$ cat config.mk
export PLATFORM = sky130hd
export DESIGN_NAME = bssw_core
export DESIGN_NICKNAME = d
export VERILOG_FILES = /design/src/bssw_decode.sv /design/src/bssw_core.sv
export SDC_FILE = /design/constraint.sdc
export NUM_CORES = 1
export LEC_CHECK = 0
export BUFFER_PORTS_ARGS = -buffer_cell sky130_fd_sc_hd__clkbuf_2
export CAP_MARGIN = 20
export CORE_MARGIN = 3
export CORE_UTILIZATION = 49
export CTS_CLUSTER_SIZE = 14
export DETAILED_ROUTE_END_ITERATION = 10
export GPL_ROUTABILITY_DRIVEN = 0
export PLACE_DENSITY = 0.76
export RECOVER_POWER = 100
export SYNTH_ARGS = -nofsm -noshare
export SYNTH_HDL_FRONTEND = slang
export SYNTH_HIERARCHICAL = 1
export SYNTH_SLANG_ARGS = --single-unit
$ cat constraint.sdc
create_clock -name clk_sys -period 2.5 [get_ports clk_sys]
set_clock_uncertainty 0.1 [all_clocks]
set_input_delay 0.5 -clock clk_sys [delete_from_list [all_inputs] [get_ports clk_sys]]
set_output_delay 0.5 -clock clk_sys [all_outputs]
set_load 0.02 [all_outputs]
$ cat src/bssw_decode.sv
`timescale 1ns/100ps
`default_nettype none

package bssw_pkg;
  localparam int unsigned INSTR_W = 14;
  localparam int unsigned ADDR_W = 7;
  localparam int unsigned DATA_W = 8;
  localparam int unsigned BIT_SEL_W = 3;
  localparam int unsigned CLASS_MSB = 13;
  localparam int unsigned CLASS_LSB = 10;
  localparam int unsigned BIT_SEL_MSB = 9;
  localparam int unsigned BIT_SEL_LSB = 7;
  localparam int unsigned ADDR_MSB = 6;
  localparam logic [3:0] SET_BIT_CLASS = 4'h5;
  localparam logic [3:0] SKIP_CLEAR_CLASS = 4'h6;
  localparam logic [INSTR_W-1:0] WATCHDOG_CLEAR_WORD = 14'h0064;
  localparam logic [ADDR_W-1:0] PORT_A_ADDR = 7'h05;
  localparam logic [ADDR_W-1:0] PORT_B_ADDR = 7'h06;
  localparam logic FLAG_N_RESET = 1'h1;
  localparam int unsigned WATCHDOG_W = 8;
  localparam int unsigned PRESCALE_W = 7;
endpackage

module bssw_decode (
  input wire logic [bssw_pkg::INSTR_W-1:0] instr_word,
  output logic set_bit_op,
  output logic skip_if_bit_clear_op,
  output logic watchdog_clear_op,
  output logic [bssw_pkg::BIT_SEL_W-1:0] bit_sel,
  output logic [bssw_pkg::ADDR_W-1:0] file_addr
);
  always_comb
  begin
    set_bit_op = instr_word[bssw_pkg::CLASS_MSB:bssw_pkg::CLASS_LSB] == bssw_pkg::SET_BIT_CLASS;
    skip_if_bit_clear_op = instr_word[bssw_pkg::CLASS_MSB:bssw_pkg::CLASS_LSB] == bssw_pkg::SKIP_CLEAR_CLASS;
    watchdog_clear_op = instr_word == bssw_pkg::WATCHDOG_CLEAR_WORD;
    bit_sel = instr_word[bssw_pkg::BIT_SEL_MSB:bssw_pkg::BIT_SEL_LSB];
    file_addr = instr_word[bssw_pkg::ADDR_MSB:0];
  end
endmodule

`default_nettype wire

$ cat src/bssw_core.sv
`timescale 1ns/100ps
`default_nettype none

// Function
// - Skip next instruction when tested bit is zero
// - Skipped slot runs as no-operation, one cycle
// - Watchdog clear zeroes counter in one cycle
// - Also zero prescaler, set both flags high
// - Port register operands come from pin levels
module bssw_core #(
  parameter int unsigned WATCHDOG_W = bssw_pkg::WATCHDOG_W,
  parameter int unsigned PRESCALE_W = bssw_pkg::PRESCALE_W
) (
  input wire logic clk_sys,
  input wire logic resetn,
  input wire logic instr_valid,
  input wire logic [bssw_pkg::INSTR_W-1:0] instr_word,
  input wire logic [bssw_pkg::DATA_W-1:0] rf_rd_data,
  input wire logic [bssw_pkg::DATA_W-1:0] port_a_pins,
  input wire logic [bssw_pkg::DATA_W-1:0] port_b_pins,
  output logic [bssw_pkg::ADDR_W-1:0] rf_rd_addr_r,
  output logic rf_wr_en_r,
  output logic [bssw_pkg::ADDR_W-1:0] rf_wr_addr_r,
  output logic [bssw_pkg::DATA_W-1:0] rf_wr_data_r,
  output logic nop_slot_r,
  output logic [WATCHDOG_W-1:0] watchdog_counter_r,
  output logic [PRESCALE_W-1:0] prescale_r,
  output logic timeout_flag_n_r,
  output logic powerdown_flag_n_r
);
  localparam int unsigned DW = bssw_pkg::DATA_W;

  if (WATCHDOG_W < 1 || PRESCALE_W < 1)
  begin : g_bad_width
    $error("Watchdog widths must be at least one bit");
  end

  function automatic logic is_port(input logic [bssw_pkg::ADDR_W-1:0] a);
    is_port = (a == bssw_pkg::PORT_A_ADDR) || (a == bssw_pkg::PORT_B_ADDR);
  endfunction

  // Pin synchronisers
  logic [DW-1:0] pa_meta_r, pa_sync_r, pb_meta_r, pb_sync_r;
  always_ff @(posedge clk_sys)
  begin
    if (!resetn)
    begin
      pa_meta_r <= '0;
      pa_sync_r <= '0;
      pb_meta_r <= '0;
      pb_sync_r <= '0;
    end
    else
    begin
      pa_meta_r <= port_a_pins;
      pa_sync_r <= pa_meta_r;
      pb_meta_r <= port_b_pins;
      pb_sync_r <= pb_meta_r;
    end
  end

  // Execute stage
  logic ex_valid_r, ex_valid_nxt;
  logic [bssw_pkg::INSTR_W-1:0] ex_word_r, ex_word_nxt;
  logic [bssw_pkg::ADDR_W-1:0] rf_rd_addr_nxt;
  logic set_op, skip_op, wclr_op;
  logic [bssw_pkg::BIT_SEL_W-1:0] bsel;
  logic [bssw_pkg::ADDR_W-1:0] faddr;
  logic [bssw_pkg::ADDR_W-1:0] fetch_addr;
  logic [DW-1:0] operand, bit_mask;
  logic do_set, do_skip, do_wclr;
  logic rf_wr_en_nxt, nop_slot_nxt;
  logic [bssw_pkg::ADDR_W-1:0] rf_wr_addr_nxt;
  logic [DW-1:0] rf_wr_data_nxt;

  bssw_decode u_dec_ex (
    .instr_word(ex_word_r),
    .set_bit_op(set_op),
    .skip_if_bit_clear_op(skip_op),
    .watchdog_clear_op(wclr_op),
    .bit_sel(bsel),
    .file_addr(faddr)
  );

  bssw_decode u_dec_fetch (
    .instr_word(instr_word),
    .set_bit_op(),
    .skip_if_bit_clear_op(),
    .watchdog_clear_op(),
    .bit_sel(),
    .file_addr(fetch_addr)
  );

  always_comb
  begin
    bit_mask = DW'(1) << bsel;
    operand = rf_rd_data;
    if (faddr == bssw_pkg::PORT_A_ADDR)
      operand = pa_sync_r;
    else if (faddr == bssw_pkg::PORT_B_ADDR)
      operand = pb_sync_r;
    do_set = ex_valid_r && set_op;
    do_skip = ex_valid_r && skip_op && !operand[bsel];
    do_wclr = ex_valid_r && wclr_op;
    // Prefetched word is discarded when the skip fires
    ex_valid_nxt = instr_valid && !do_skip;
    nop_slot_nxt = do_skip;
    ex_word_nxt = instr_valid ? instr_word : ex_word_r;
    rf_rd_addr_nxt = instr_valid ? fetch_addr : rf_rd_addr_r;
    rf_wr_en_nxt = do_set;
    rf_wr_addr_nxt = do_set ? faddr : rf_wr_addr_r;
    rf_wr_data_nxt = do_set ? (operand | bit_mask) : rf_wr_data_r;
  end

  always_ff @(posedge clk_sys)
  begin
    if (!resetn)
    begin
      ex_valid_r <= 1'b0;
      ex_word_r <= '0;
      rf_rd_addr_r <= '0;
      rf_wr_en_r <= 1'b0;
      rf_wr_addr_r <= '0;
      rf_wr_data_r <= '0;
      nop_slot_r <= 1'b0;
    end
    else
    begin
      ex_valid_r <= ex_valid_nxt;
      ex_word_r <= ex_word_nxt;
      rf_rd_addr_r <= rf_rd_addr_nxt;
      rf_wr_en_r <= rf_wr_en_nxt;
      rf_wr_addr_r <= rf_wr_addr_nxt;
      rf_wr_data_r <= rf_wr_data_nxt;
      nop_slot_r <= nop_slot_nxt;
    end
  end

  // Watchdog with prescaler
  logic [WATCHDOG_W-1:0] wdog_nxt;
  logic [PRESCALE_W-1:0] pre_nxt;
  logic tmo_n_nxt, pwrdn_n_nxt;
  logic wdog_wrap;
  always_comb
  begin
    wdog_wrap = (&prescale_r) && (&watchdog_counter_r);
    pre_nxt = prescale_r + PRESCALE_W'(1);
    wdog_nxt = watchdog_counter_r;
    tmo_n_nxt = timeout_flag_n_r;
    pwrdn_n_nxt = powerdown_flag_n_r;
    if (&prescale_r)
    begin
      wdog_nxt = watchdog_counter_r + WATCHDOG_W'(1);
      if (wdog_wrap)
        tmo_n_nxt = 1'b0;
    end
    if (do_wclr)
    begin
      wdog_nxt = '0;
      pre_nxt = '0;
      tmo_n_nxt = 1'b1;
      pwrdn_n_nxt = 1'b1;
    end
  end

  always_ff @(posedge clk_sys)
  begin
    if (!resetn)
    begin
      watchdog_counter_r <= '0;
      prescale_r <= '0;
      timeout_flag_n_r <= bssw_pkg::FLAG_N_RESET;
      powerdown_flag_n_r <= bssw_pkg::FLAG_N_RESET;
    end
    else
    begin
      watchdog_counter_r <= wdog_nxt;
      prescale_r <= pre_nxt;
      timeout_flag_n_r <= tmo_n_nxt;
      powerdown_flag_n_r <= pwrdn_n_nxt;
    end
  end

  skip_taken_a: assert property (@(posedge clk_sys) disable iff (!resetn)
    ex_valid_r && skip_op && !operand[bsel] |=> nop_slot_r && !ex_valid_r ##1 !nop_slot_r)
    else $error("skip not taken on clear bit");
  skip_not_taken_a: assert property (@(posedge clk_sys) disable iff (!resetn)
    ex_valid_r && skip_op && operand[bsel] && instr_valid |=> !nop_slot_r && ex_valid_r)
    else $error("skip taken on set bit");
  nop_pairing_a: assert property (@(posedge clk_sys) disable iff (!resetn)
    nop_slot_r |-> $past(ex_valid_r) && !ex_valid_r)
    else $error("nop slot without a skipping test");
  wdog_zero_a: assert property (@(posedge clk_sys) disable iff (!resetn)
    ex_valid_r && wclr_op |=> watchdog_counter_r == '0)
    else $error("watchdog not cleared");
  wdog_flags_a: assert property (@(posedge clk_sys) disable iff (!resetn)
    ex_valid_r && wclr_op |=> prescale_r == '0 && timeout_flag_n_r && powerdown_flag_n_r)
    else $error("prescaler or flags wrong after watchdog clear");
  set_write_a: assert property (@(posedge clk_sys) disable iff (!resetn)
    ex_valid_r && set_op |=> rf_wr_en_r && rf_wr_data_r == ($past(operand) | $past(bit_mask))
      && rf_wr_addr_r == $past(faddr) && ($stable(timeout_flag_n_r) || $past(wdog_wrap))
      ##1 !rf_wr_en_r || $past(do_set))
    else $error("bit set write wrong");
  port_pins_a: assert property (@(posedge clk_sys) disable iff (!resetn)
    ex_valid_r && set_op && faddr == bssw_pkg::PORT_A_ADDR |=> rf_wr_data_r == ($past(pa_sync_r) | $past(bit_mask)))
    else $error("port operand not taken from pins");
  nop_cause_a: assert property (@(posedge clk_sys) disable iff (!resetn)
    nop_slot_r |-> $past(ex_valid_r) && $past(skip_op))
    else $error("nop slot not caused by a test instruction");
  wdog_one_cycle_a: assert property (@(posedge clk_sys) disable iff (!resetn)
    ex_valid_r && wclr_op && instr_valid |=> ex_valid_r && !nop_slot_r)
    else $error("watchdog clear took more than one cycle");
  set_one_cycle_a: assert property (@(posedge clk_sys) disable iff (!resetn)
    ex_valid_r && set_op && instr_valid |=> ex_valid_r && !nop_slot_r)
    else $error("bit set took more than one cycle");

  skip_cov: cover property (@(posedge clk_sys) disable iff (!resetn) nop_slot_r);
  set_port_cov: cover property (@(posedge clk_sys) disable iff (!resetn) do_set && is_port(faddr));
  wclr_cov: cover property (@(posedge clk_sys) disable iff (!resetn) do_wclr && !timeout_flag_n_r);
  skip_pass_cov: cover property (@(posedge clk_sys) disable iff (!resetn) ex_valid_r && skip_op && operand[bsel]);
endmodule

`default_nettype wire

* Yosys cells after proc, flatten, opt, wreduce, memory -nomap -nowiden *
Cells that the tools add are included.

word-level totals
  bits in registers = 87
  bits in latches = 0
  bits in writable memories = 0
  ROM bits = 0
  bits of input ports = 41
  word-level logic and storage cells = 41
  memories = 0

operators by class
  add/subtract/negate cells = 2
  multipliers = 0
  divide/modulo/power cells = 0
  order comparisons = 1
  eq/ne operators = 5
  shift operators = 1
  multiplexer cells = 4
  bitwise gates (word level) = 2
  reductions and logical operators = 12

operator list
  cell                                                 number
  2-to-1 mux 8 bit                                     2
  AND reduction 8 bit                                  2
  == test 14 x 7 -> 1 bit (second input constant)      1
  == test 7 x 3 -> 1 bit (second input constant)       2
  adder 8 x 1 -> 8 bit (second input constant)         1
  == test 4 x 3 -> 1 bit (second input constant)       2
  OR 8 bit                                             1
  << shifter 1 x 3 -> 8 bit (first input constant)     1
  adder 7 x 1 -> 7 bit (second input constant)         1
  AND reduction 7 bit                                  1
  logical AND 1 bit                                    6
  < comparator 3 x 4 -> 1 bit (second input constant)  1
  binary-select mux 1 bit (select 3 bit)               1
  logical NOT 1 bit                                    2
  OR reduction 2 bit                                   1
  2-to-1 mux 1 bit                                     1
  NOT 1 bit                                            1

* Depth between registers and ports, before layout *
Gate-level depths: netlist of the first run.

  depth after elaboration = 9
  gate-level depth with buffers = 8

* By module *
The synthesis of the first run kept the hierarchy.

modules (own cells, without submodules)
  module       instances  cells each  area each (um2)
  bssw_core    1          368         3417.0
  bssw_decode  2          17          140.1

* Worst setup path after synthesis of the first run *
Ideal clock, no wire load.

  path type = flip-flop to flip-flop
  start = reg ex_word_r[3] in the netlist's numbering
  end = reg ex_valid_r
  setup time = 0.116 ns
  data arrival time = 2.074 ns
  path slack = 0.210 ns
  cell stages (with the launch flop) = 8
  buffers on the path = 2
  period minus slack after synthesis = 2.290 ns
  cells stage by stage = dfxtp_1 -> buf_4 -> or3b_4 -> buf_6 -> o31ai_1 -> a31oi_1 -> or4_1 -> and4_1

between the ends
  longest elaborated chain between the ends = 9
  elaborated cells between the ends (all ways) = 10

RTL lines
  element                                     line              text
  start, declared                             bssw_core.sv:64   logic [bssw_pkg::INSTR_W-1:0] ex_word_r, ex_word_nxt;
  start signal, assigned                      bssw_core.sv:130  ex_word_r <= ex_word_nxt;
  == test 7 x 3 -> 1 bit                      bssw_core.sv:100  else if (faddr == bssw_pkg::PORT_B_ADDR)
  2-to-1 mux 8 bit                            bssw_core.sv:100
  2-to-1 mux 8 bit (*)                        bssw_core.sv:98   if (faddr == bssw_pkg::PORT_A_ADDR)
  binary-select mux 1 bit (select 3 bit) (*)  bssw_core.sv:103  do_skip = ex_valid_r && skip_op && !operand[bsel];
  2-to-1 mux 1 bit (not written as such) (*)  bssw_core.sv:103
  logical NOT 1 bit (*)                       bssw_core.sv:103
  logical AND 1 bit (*)                       bssw_core.sv:103
  logical NOT 1 bit (*)                       bssw_core.sv:106  ex_valid_nxt = instr_valid && !do_skip;
  logical AND 1 bit (*)                       bssw_core.sv:106
  end signal, assigned                        bssw_core.sv:129  ex_valid_r <= ex_valid_nxt;
  end, declared                               bssw_core.sv:63   logic ex_valid_r, ex_valid_nxt;

Every way passes the cells marked *; elsewhere a longest branch is shown, timed or not. The select of a mux whose other input is x is not followed.
A chain may end at the register's enable or synchronous reset.

* Final worst setup path of the first run *
  start = reg ex_word_r[4] in the netlist's numbering
  end = reg ex_valid_r

Same word-level chain as after synthesis.

==> summary.md, run 1 <==
| Metric | Value |
|---|---|
| Residual DRC | `0` |
| Share of post-route cells with drive strength above 1 | `0.153` |
| Post-synth net total | `435` |
| Synth Instances | `392` |
| Antenna cells | `0` |
| Routed WL per cell | `13.2 um` |
| Logic pwr share | `0.076` |
| GR Layer Usage met1 | `0.217` |
| Synthesized area per cell | `9.21 um^2` |
| Setup violations, final | `0` |
| CTS Sinks | `87` |
| Dpl hpwl | `5310 um` |
| Yosys warns | `6` |
| Num CTS Buffers | `9` |
| Register share of total power | `0.503` |
| Die Wd | `91.8 um` |
| CP Launch Type | `flip-flop` |
| Layout Nets | `497` |
| CTS hold repair buffers | `0` |
| Die height | `91.8 um` |
| CP top delay family | `simple AND/OR/NAND/NOR gates` |
| First-pass GRT wire length | `12000 um` |
| Netlist Area Pre-Place | `3610 um^2` |
| Clk slew on worst S/H paths | `0.08 ns` |
| Max stage delay cell, worst path | `or4_1` |
| Leakage | `1.64 nW` |
| Peak VDD IR | `338 uV` |
| Largest net degree at the start of global routing | `42` |
| Worst Path Max Fanout | `11` |
| Unrepaired setup endpoints after global routing | `no` |
| Later-pin clock latency in the skew report | `0.34 ns` |
| Max Freq | `419 MHz` |
| GR Util met2 | `0.281` |
| Req. time, crit path | `2.63 ns` |
| Final clock period utilization by the worst path | `0.954` |
| P_int | `0.00230 W` |
| Slew @ Worst Pin | `0.966 ns` |
| Clock power frac | `0.420` |
| Final Routed Wirelength | `7320 um` |
| Crit-path cells | `or3b_4 -> nor4_4 -> clkbuf_4 -> a22o_1 -> a211o_1 -> or4_1 -> and4_1` |
| Post-Route Utilization | `0.598` |
| First-pass DRT Iterations | `5` |
| H-tree depth | `3` |
| Filler instances | `684` |
| Post-DR vias/cell | `5.14` |
| Setup TNS | `0 ns` |
| Pins Over Slew Limit | `0` |
| I/O pins | `82` |
| Slew HR | `0.356` |
| Final setup margin | `0.115 ns` |
| Met3 Usage GRT | `0.0418` |
| Area growth syn-to-layout | `15.7%` |
| Status | `completed` |
| Max-cap violations | `0` |
| Post-layout min period | `2.39 ns` |
| Drt initial violations | `202` |
| Core area | `6980 um^2` |
| Setup crit end kind | `flip-flop` |
| GRT Residual Overflow | `0` |
| Clock Root Buffer | `clkbuf_8` |
| CTS tree | `yes` |
| Global Route Usage Sum | `0.173` |
| Most Used Layer, Global Route | `met2` |
| Buf+Inv Stages, Crit Path | `1` |
| Pre-CTS WS | `0.0579 ns` |
| Via count | `2850` |
| Maximum clock insertion buffer count | `2` |
| Initial core utilization | `0.517` |
| CP Class | `flip-flop to flip-flop` |
| Worst stage delay on the critical path | `0.51 ns` |
| Worst Hold Class | `input pin to flip-flop` |
| I/O Buffers | `80` |
| Final-report hold violation count | `0` |
| Pwr dens | `699 nW/um^2` |
| Die Area | `8430 um^2` |
| Core Rows | `30` |
| Total net switching power | `0.000620 W` |
| Vias in the first global route | `2694` |
| Routed Antenna Nets | `0` |
| Initial antenna violation count | `0` |
| Worst Path Arrival | `2.51 ns` |
| Sw Share | `0.213` |
## area by class of cell
cell class	count	area (um^2)	area share
tap	96	120	0.0288
clock buffer	10	128	0.0306
clock inverter	6	133	0.0318
multi-input combinational	258	1610	0.386
inverter	10	37.5	0.00899
sequential	87	1740	0.417
timing repair buffer	88	403	0.0965
## registers in the layout (all words and copies together), names as in the netlist, 7 cells and up
name,flops
watchdog_counter_r,8
ex_word_r,14
rf_wr_data_r,8
pa_sync_r,8
prescale_r,7
pb_meta_r,8
pa_meta_r,8
pb_sync_r,8
rf_wr_addr_r,7
rf_rd_addr_r,7
## repair_timing
action                     4_1_cts  5_1_grt
setup endpoints to repair        0        2
resized for setup                0        0
buffers inserted                 0        2
## cells in the final DEF, fill, tap and decap left out, drive strengths merged, types with 2 or more instances in the layout
| cell type | instances |
|---|---|
| nor2b | 23 |
| buf | 5 |
| a21oi | 21 |
| or3 | 4 |
| nand2b | 2 |
| a2111oi | 2 |
| bufinv | 4 |
| nor4 | 5 |
| o41ai | 3 |
| nand2 | 37 |
| and4 | 2 |
| a31oi | 8 |
| nor4b | 3 |
| nor2 | 22 |
| inv | 10 |
| nand4 | 4 |
| o31ai | 4 |
| and2 | 34 |
| o21ai | 18 |
| dfxtp | 87 |
| ha | 2 |
| and3 | 4 |
| mux2i | 22 |
| xnor2 | 3 |
| clkbuf | 93 |
| nand3 | 10 |
| or2 | 2 |
| a21boi | 8 |
| xor2 | 5 |
## per-stage QoR
stage | hold slack, ns | total power [W] | cells | area [um^2]
after detailed placement | 0.321 | 0.00173 | 537 | 3960
after CTS | 0.248 | 0.00294 | 553 | 4220
after floorplan | 0.312 | 0.00167 | 392 | 3610
final | 0.264 | 0.00292 | 555 | 4180
after global placement | 0.319 | 0.00172 | 537 | 3960
after global routing | 0.260 | 0.00302 | 555 | 4180
## worst paths after layout
check / from / endpoint / slack, ns / depth (start not counted)
worst min-delay path: port_b_pins[4] / pb_meta_r[4] / 0.26 / 2
worst max register to register: ex_word_r[4] / ex_valid_r / 0.11 / 7
worst max-delay path: ex_word_r[4] / ex_valid_r / 0.11 / 7
worst min register to register: pb_meta_r[5] / pb_sync_r[5] / 0.33 / 1
## power by group through the flow
stage	registers (W)	logic (W)	clock network [W]
floorplan	0.00150	0.000169	0
global placement	0.00150	0.000221	0
detailed placement	0.00150	0.000224	0
CTS	0.00147	0.000226	0.00125
global route	0.00147	0.000249	0.00130
finish	0.00147	0.000223	0.00123
## metal layers
layer,wire [um],share of wire
met1,3280,0.45
met2,3380,0.46
met3,528,0.072
met4,128,0.017
met5,0,0
(Power assumes the default switching activity.)
==> run 2: changes to the inputs <==
--- a/config.mk
+++ b/config.mk
@@ -7,12 +7,14 @@
 export LEC_CHECK = 0
 export BUFFER_PORTS_ARGS = -buffer_cell sky130_fd_sc_hd__clkbuf_2
 export CAP_MARGIN = 20
+export CELL_PAD_IN_SITES_DETAIL_PLACEMENT = 1
+export CELL_PAD_IN_SITES_GLOBAL_PLACEMENT = 2
 export CORE_MARGIN = 3
-export CORE_UTILIZATION = 49
+export CORE_UTILIZATION = 29
 export CTS_CLUSTER_SIZE = 14
 export DETAILED_ROUTE_END_ITERATION = 10
 export GPL_ROUTABILITY_DRIVEN = 0
-export PLACE_DENSITY = 0.76
+export PLACE_DENSITY = 0.75
 export RECOVER_POWER = 100
 export SYNTH_ARGS = -nofsm -noshare
 export SYNTH_HDL_FRONTEND = slang
==> summary.md, run 2 (same netlist as run 1, synthesis figures left out) <==
| Metric | Value |
|---|---|
| Status | `finished with violations` |
| Failing checks | `max-capacitance violations, max-slew violations` |
| Clock Root Buffer | `clkbuf_16` |
| Pwr dens | `697 nW/um^2 (-0.25%)` |
| Initial core utilization | `0.298 (-0.219)` |
| Layout Nets | `499 (+0.40%)` |
| Final Cell Area | `4290 um^2 (+2.8%)` |
| Routed WL per cell | `14.5 um (+9.7%)` |
| Post-CTS setup buffers | `0 (unchanged)` |
| Max reg flops | `14 (unchanged)` |
| Core Rows | `40 (+33%)` |
| Worst Path Arrival | `2.50 ns (about the same)` |
| Routed Antenna Nets | `0 (unchanged)` |
| Max Freq | `421 MHz (+0.53%)` |
| R2R cell count | `7 (unchanged)` |
| Final-report hold violation count | `0 (unchanged)` |
| Reg with most FFs | `ex_word_r` |
| Area after DPL | `4080 um^2 (+3.0%)` |
| Total net switching power | `0.000687 W (+11%)` |
| Peak VDD IR | `351 uV (+3.8%)` |
| Area growth syn-to-layout | `18.9%` |
| Dpl hpwl | `6840 um (+29%)` |
| Core area | `12100 um^2 (+73%)` |
| Maximum clock insertion buffer count | `2 (unchanged)` |
| Worst R2R Start | `ex_word_r[2]` |
| Global Route Usage Sum | `0.136 (-0.0371)` |
| Residual DRC | `0 (unchanged)` |
| Unrepaired setup endpoints after global routing | `no` |
| Setup violations, final | `0 (unchanged)` |
| Most common cell after layout, fill and taps aside | `dfxtp_1` |
| CP Class | `flip-flop to flip-flop` |
| Register share of total power | `0.491 (-0.012)` |
| CTS tree | `yes` |
| Clk slew on worst S/H paths | `0.06 ns (-0.02 ns)` |
| Final clock period utilization by the worst path | `0.949 (-0.00505)` |
| Final Routed Wirelength | `9080 um (+24%)` |
| CTS Sinks | `87 (unchanged)` |
| Drt initial violations | `143 (-29%)` |
| Die Area | `13800 um^2 (+64%)` |
| Vias in the first global route | `2945 (+9.3%)` |
| Share of post-route cells with drive strength above 1 | `0.146 (-0.00685)` |
| Setup crit end kind | `flip-flop` |
| CP Launch Type | `flip-flop` |
| H-tree depth | `3 (unchanged)` |
| Antenna cells | `0 (unchanged)` |
| Cells resized by post-CTS repair | `0 (unchanged)` |
| Req. time, crit path | `2.63 ns (about the same)` |
| Setup TNS | `0 ns (unchanged)` |
| Crit-path cells | `or3b_4 -> nor4_4 -> buf_2 -> a22o_1 -> a211o_1 -> or4_1 -> and4_1` |
| I/O pins | `82 (unchanged)` |
| Clock power frac | `0.429 (+0.009)` |
| Die height | `118 um (+28%)` |
| Leakage | `1.65 nW (+0.42%)` |
| Pins Over Slew Limit | `23 (+23)` |
| First-pass DRT Iterations | `4 (-1)` |
| Largest net degree at the start of global routing | `40 (-4.8%)` |
| Most frequent cells in the layout | `87 x dfxtp_1, 47 x clkbuf_1, 38 x clkbuf_2` |
| Num CTS Buffers | `9 (unchanged)` |
| Sw Share | `0.230 (+0.0168)` |
| Die Wd | `118 um (+28%)` |
| Worst Min Path Start | `port_b_pins[0]` |
| Post-layout min period | `2.37 ns (-0.0126 ns)` |
| First-pass GRT wire length | `15100 um (+26%)` |
| CP Launch Point | `ex_word_r[2]` |
| Worst stage delay on the critical path | `0.50 ns (about the same)` |
| Slew HR | `-0.0302 (-0.386)` |
| Initial antenna violation count | `0 (unchanged)` |
| Slew @ Worst Pin | `1.55 ns (+0.580 ns)` |
| P_int | `0.00230 W (+0.36%)` |
| Later-pin clock latency in the skew report | `0.34 ns (about the same)` |
| Max stage delay cell, worst path | `or4_1` |
| Via count | `2863 (+0.46%)` |
| CTS hold repair buffers | `0 (unchanged)` |
| Logic pwr share | `0.080 (+0.004)` |
| I/O Buffers | `80 (unchanged)` |
| Worst Path Max Fanout | `11 (unchanged)` |
| Post-DR vias/cell | `4.56 (-11%)` |
| Max-cap violations | `1 (+1)` |
| Worst Hold Class | `input pin to flip-flop` |
| Hold depth | `2 (unchanged)` |
| GRT Residual Overflow | `0 (unchanged)` |
| Filler instances | `1475 (+120%)` |
==> run 2: layout make-up <==
| type | instances | area (um^2) | share of cell area |
|---|---|---|---|
| Clock inverter | 4 | 47.5 | 0.0111 |
| Inverter | 10 | 37.5 | 0.00874 |
| Multi-Input combinational cell | 258 | 1610 | 0.376 |
| Tap cell | 168 | 210 | 0.0490 |
| Timing Repair Buffer | 90 | 409 | 0.0953 |
| Clock buffer | 11 | 233 | 0.0542 |
| Sequential cell | 87 | 1740 | 0.406 |
==> run 2: metrics by stage <==
step | hold slack [ns] | setup slack, ns | instances | power [W] | util
2_1_floorplan | 0.312 | 0.210 | 392 | 0.00167 | -
3_3_place_gp | 0.318 | 0.206 | 613 | 0.00174 | 0.337
3_5_place_dp | 0.320 | 0.163 | 613 | 0.00175 | 0.337
4_1_cts | 0.253 | 0.145 | 628 | 0.00305 | 0.360
5_1_grt | 0.257 | 0.0298 | 628 | 0.00313 | 0.354
6_report | 0.268 | 0.127 | 628 | 0.00299 | 0.354
==> run 2: critical path, delay by kind of cell (launching register included) <==
family	cells	cell delay [ns]
and+or+nand+nor	4	1.14
AOI/OAI and AO/OA	2	0.51
buffers and inverters	1	0.17
DFF	1	0.35
==> run 2: layer usage <==
layer  part of all wire  vias up  global-route usage
met3              0.044       15              0.0360
met4              0.026        0              0.0637
met5                  0        -                   0
met2               0.47       60               0.223
met1               0.46     1345               0.167
li1                   -     1443                   -
==> run 2: power by group through the flow <==
stage / registers, W / logic (W) / clock network (W)
final: 0.00147 / 0.000239 / 0.00128
after global routing: 0.00148 / 0.000267 / 0.00139
after CTS: 0.00147 / 0.000246 / 0.00133
after detailed placement: 0.00150 / 0.000245 / 0
after global placement: 0.00150 / 0.000239 / 0
after floorplan: 0.00150 / 0.000169 / 0
==> run 2: worst paths after layout <==
| check | endpoint | slack, ns |
|---|---|---|
| worst max-delay path | ex_valid_r | 0.13 |
| worst min-delay path | pb_meta_r[0] | 0.27 |
| worst max register to register | ex_valid_r | 0.13 |
| worst min register to register | pb_sync_r[3] | 0.33 |
==> run 3: changes to the inputs <==
--- a/config.mk
+++ b/config.mk
@@ -7,14 +7,12 @@
 export LEC_CHECK = 0
 export BUFFER_PORTS_ARGS = -buffer_cell sky130_fd_sc_hd__clkbuf_2
 export CAP_MARGIN = 20
-export CELL_PAD_IN_SITES_DETAIL_PLACEMENT = 1
-export CELL_PAD_IN_SITES_GLOBAL_PLACEMENT = 2
 export CORE_MARGIN = 3
-export CORE_UTILIZATION = 29
+export CORE_UTILIZATION = 40
 export CTS_CLUSTER_SIZE = 14
 export DETAILED_ROUTE_END_ITERATION = 10
 export GPL_ROUTABILITY_DRIVEN = 0
-export PLACE_DENSITY = 0.75
+export PLACE_DENSITY = 0.64
 export RECOVER_POWER = 100
 export SYNTH_ARGS = -nofsm -noshare
 export SYNTH_HDL_FRONTEND = slang
==> summary.md, run 3 (same netlist as run 1, synthesis figures left out) <==
| Metric | Value |
|---|---|
| Maximum clock insertion buffer count | `2 (unchanged)` |
| Non-filler instance count after layout | `566 (-9.9%)` |
| Dpl hpwl | `5580 um (-18%)` |
| Post-CTS setup buffers | `0 (unchanged)` |
| Clock Root Buffer | `clkbuf_8` |
| Die Area | `10200 um^2 (-26%)` |
| Max-cap violations | `0 (-1)` |
| First-pass GRT wire length | `11900 um (-22%)` |
| Clk slew on worst S/H paths | `0.08 ns (+0.02 ns)` |
| Slew @ Worst Pin | `1.01 ns (-0.532 ns)` |
| Largest net degree at the start of global routing | `42 (+5.0%)` |
| Via count | `2833 (-1.0%)` |
| Core area | `8760 um^2 (-28%)` |
| Leakage | `1.61 nW (-2.7%)` |
| Setup violations, final | `0 (unchanged)` |
| Final-report hold violation count | `0 (unchanged)` |
| Residual DRC | `0 (unchanged)` |
| Routed WL per cell | `13.3 um (-7.8%)` |
| Post-DR vias/cell | `5.01 (+9.8%)` |
| Drt initial violations | `118 (-17%)` |
| Cells resized by post-CTS repair | `0 (unchanged)` |
| Req. time, crit path | `2.64 ns (about the same)` |
| Area growth syn-to-layout | `13.7%` |
| Die Wd | `101 um (-14%)` |
| I/O Buffers | `80 (unchanged)` |
| CP top delay family | `simple AND/OR/NAND/NOR gates` |
| Most common cell after layout, fill and taps aside | `dfxtp_1` |
| Num CTS Buffers | `9 (unchanged)` |
| Worst stage delay on the critical path | `0.50 ns (about the same)` |
| Later-pin clock latency in the skew report | `0.34 ns (about the same)` |
| Pwr dens | `622 nW/um^2 (-11%)` |
| CP Launch Type | `flip-flop` |
| I/O pins | `82 (unchanged)` |
| Share of post-route cells with drive strength above 1 | `0.151 (+0.00500)` |
| Initial core utilization | `0.412 (+0.114)` |
| GRT Residual Overflow | `0 (unchanged)` |
| Met2 routed WL | `3460 um (-19%)` |
| Unrepaired setup endpoints after global routing | `no` |
| Core Rows | `34 (-15%)` |
| Worst Hold Class | `input pin to flip-flop` |
| Filler instances | `923 (-37%)` |
| Placed Cells | `550 (-10%)` |
| Die height | `101 um (-14%)` |
| Final Routed Wirelength | `7550 um (-17%)` |
| CTS Sinks | `87 (unchanged)` |
| Max stage delay cell, worst path | `or4_1` |
| CTS hold repair buffers | `0 (unchanged)` |
| Post-layout min period | `2.36 ns (-0.00757 ns)` |
| Slew HR | `0.325 (+0.355)` |
| Pins Over Slew Limit | `0 (-100%)` |
| Vias in the first global route | `2541 (-14%)` |
| Status | `completed` |
| Setup crit end kind | `flip-flop` |
| Most frequent cells in the layout | `87 x dfxtp_1, 43 x clkbuf_1, 40 x clkbuf_2` |
| Peak VDD IR | `300 uV (-14%)` |
| Highest Signal Layer | `met4` |
| Global Route Usage Sum | `0.147 (+0.0111)` |
| H-tree depth | `3 (unchanged)` |
| Initial antenna violation count | `0 (unchanged)` |
| Pre-CTS WS | `0.168 ns (+0.00417 ns)` |
| Final setup margin | `0.135 ns (+0.00757 ns)` |
| Tot Pwr | `0.00255 W (-15%)` |
| Post-Route Utilization | `0.468 (+0.114)` |
| First-pass DRT Iterations | `4 (unchanged)` |
| Final clock period utilization by the worst path | `0.946 (-0.00303)` |
| Max Freq | `423 MHz (+0.32%)` |
| Worst Path Max Fanout | `11 (unchanged)` |
| CP Class | `flip-flop to flip-flop` |
| Buf+Inv Stages, Crit Path | `1 (unchanged)` |
| Reg with most FFs | `ex_word_r` |
| Worst Path Arrival | `2.51 ns (about the same)` |
| Met3 routed WL | `493 um (+24%)` |
| Antenna cells | `0 (unchanged)` |
| CTS tree | `yes` |
| Max reg flops | `14 (unchanged)` |
| Routed Antenna Nets | `0 (unchanged)` |
| Crit-path cells | `or3b_4 -> nor4_4 -> buf_4 -> a22o_1 -> a211o_1 -> or4_1 -> and4_1` |
| Setup TNS | `0 ns (unchanged)` |
| Layout Nets | `496 (-0.60%)` |
| Post-Route M1 WL | `3500 um (-17%)` |
-- run 3: cell count changes in the layout (fill, tap and decap cells not counted), sizes merged --
| cell | delta |
|---|---|
| bufinv | -1 |
| buf | -1 |
-- run 3: power by group --
group          total (W)  switching, W  internal, W
Combinational   0.000223      0.000125    0.0000984
Clock           0.000859      0.000447     0.000413
Sequential       0.00147     0.0000349      0.00143
-- run 3: path summary, 6_finish.rpt --
path	from	endpoint	slack, ns	depth (start not counted)
worst max-delay path	ex_word_r[4]	ex_valid_r	0.14	7
worst min-delay path	port_b_pins[1]	pb_meta_r[1]	0.26	2
worst max register to register	ex_word_r[4]	ex_valid_r	0.14	7
worst min register to register	pa_meta_r[2]	pa_sync_r[2]	0.33	1
-- run 3: worst reg2reg max path, delay by kind of cell, from the launching register on --
family | cells | cell delay [ns]
buf+inv | 1 | 0.17
compound gates | 2 | 0.49
flops | 1 | 0.45
simple gates | 4 | 1.06
-- run 3: per-stage QoR --
step                      hold WS [ns]  area, um^2
after floorplan                  0.312        3610
final                            0.255        4100
after global routing             0.234        4100
after detailed placement         0.318        3980
after CTS                        0.234        4160
after global placement           0.320        3980
-- run 3: final cells by class --
type                       count  area (um^2)  area share
clock buffer                  13          159      0.0387
multi-input combinational    258         1610       0.393
tap                          108          135      0.0329
sequential                    87         1740       0.425
clock inverter                 3         17.5     0.00427
timing repair buffer          87          399      0.0973
inverter                      10         37.5     0.00915
-- run 3: per-layer routing --
metal | up-vias | global-route usage
met4 | 0 | 0.0481
met1 | 1290 | 0.194
li1 | 1447 | -
met3 | 8 | 0.0512
met2 | 88 | 0.226
met5 | - | 0
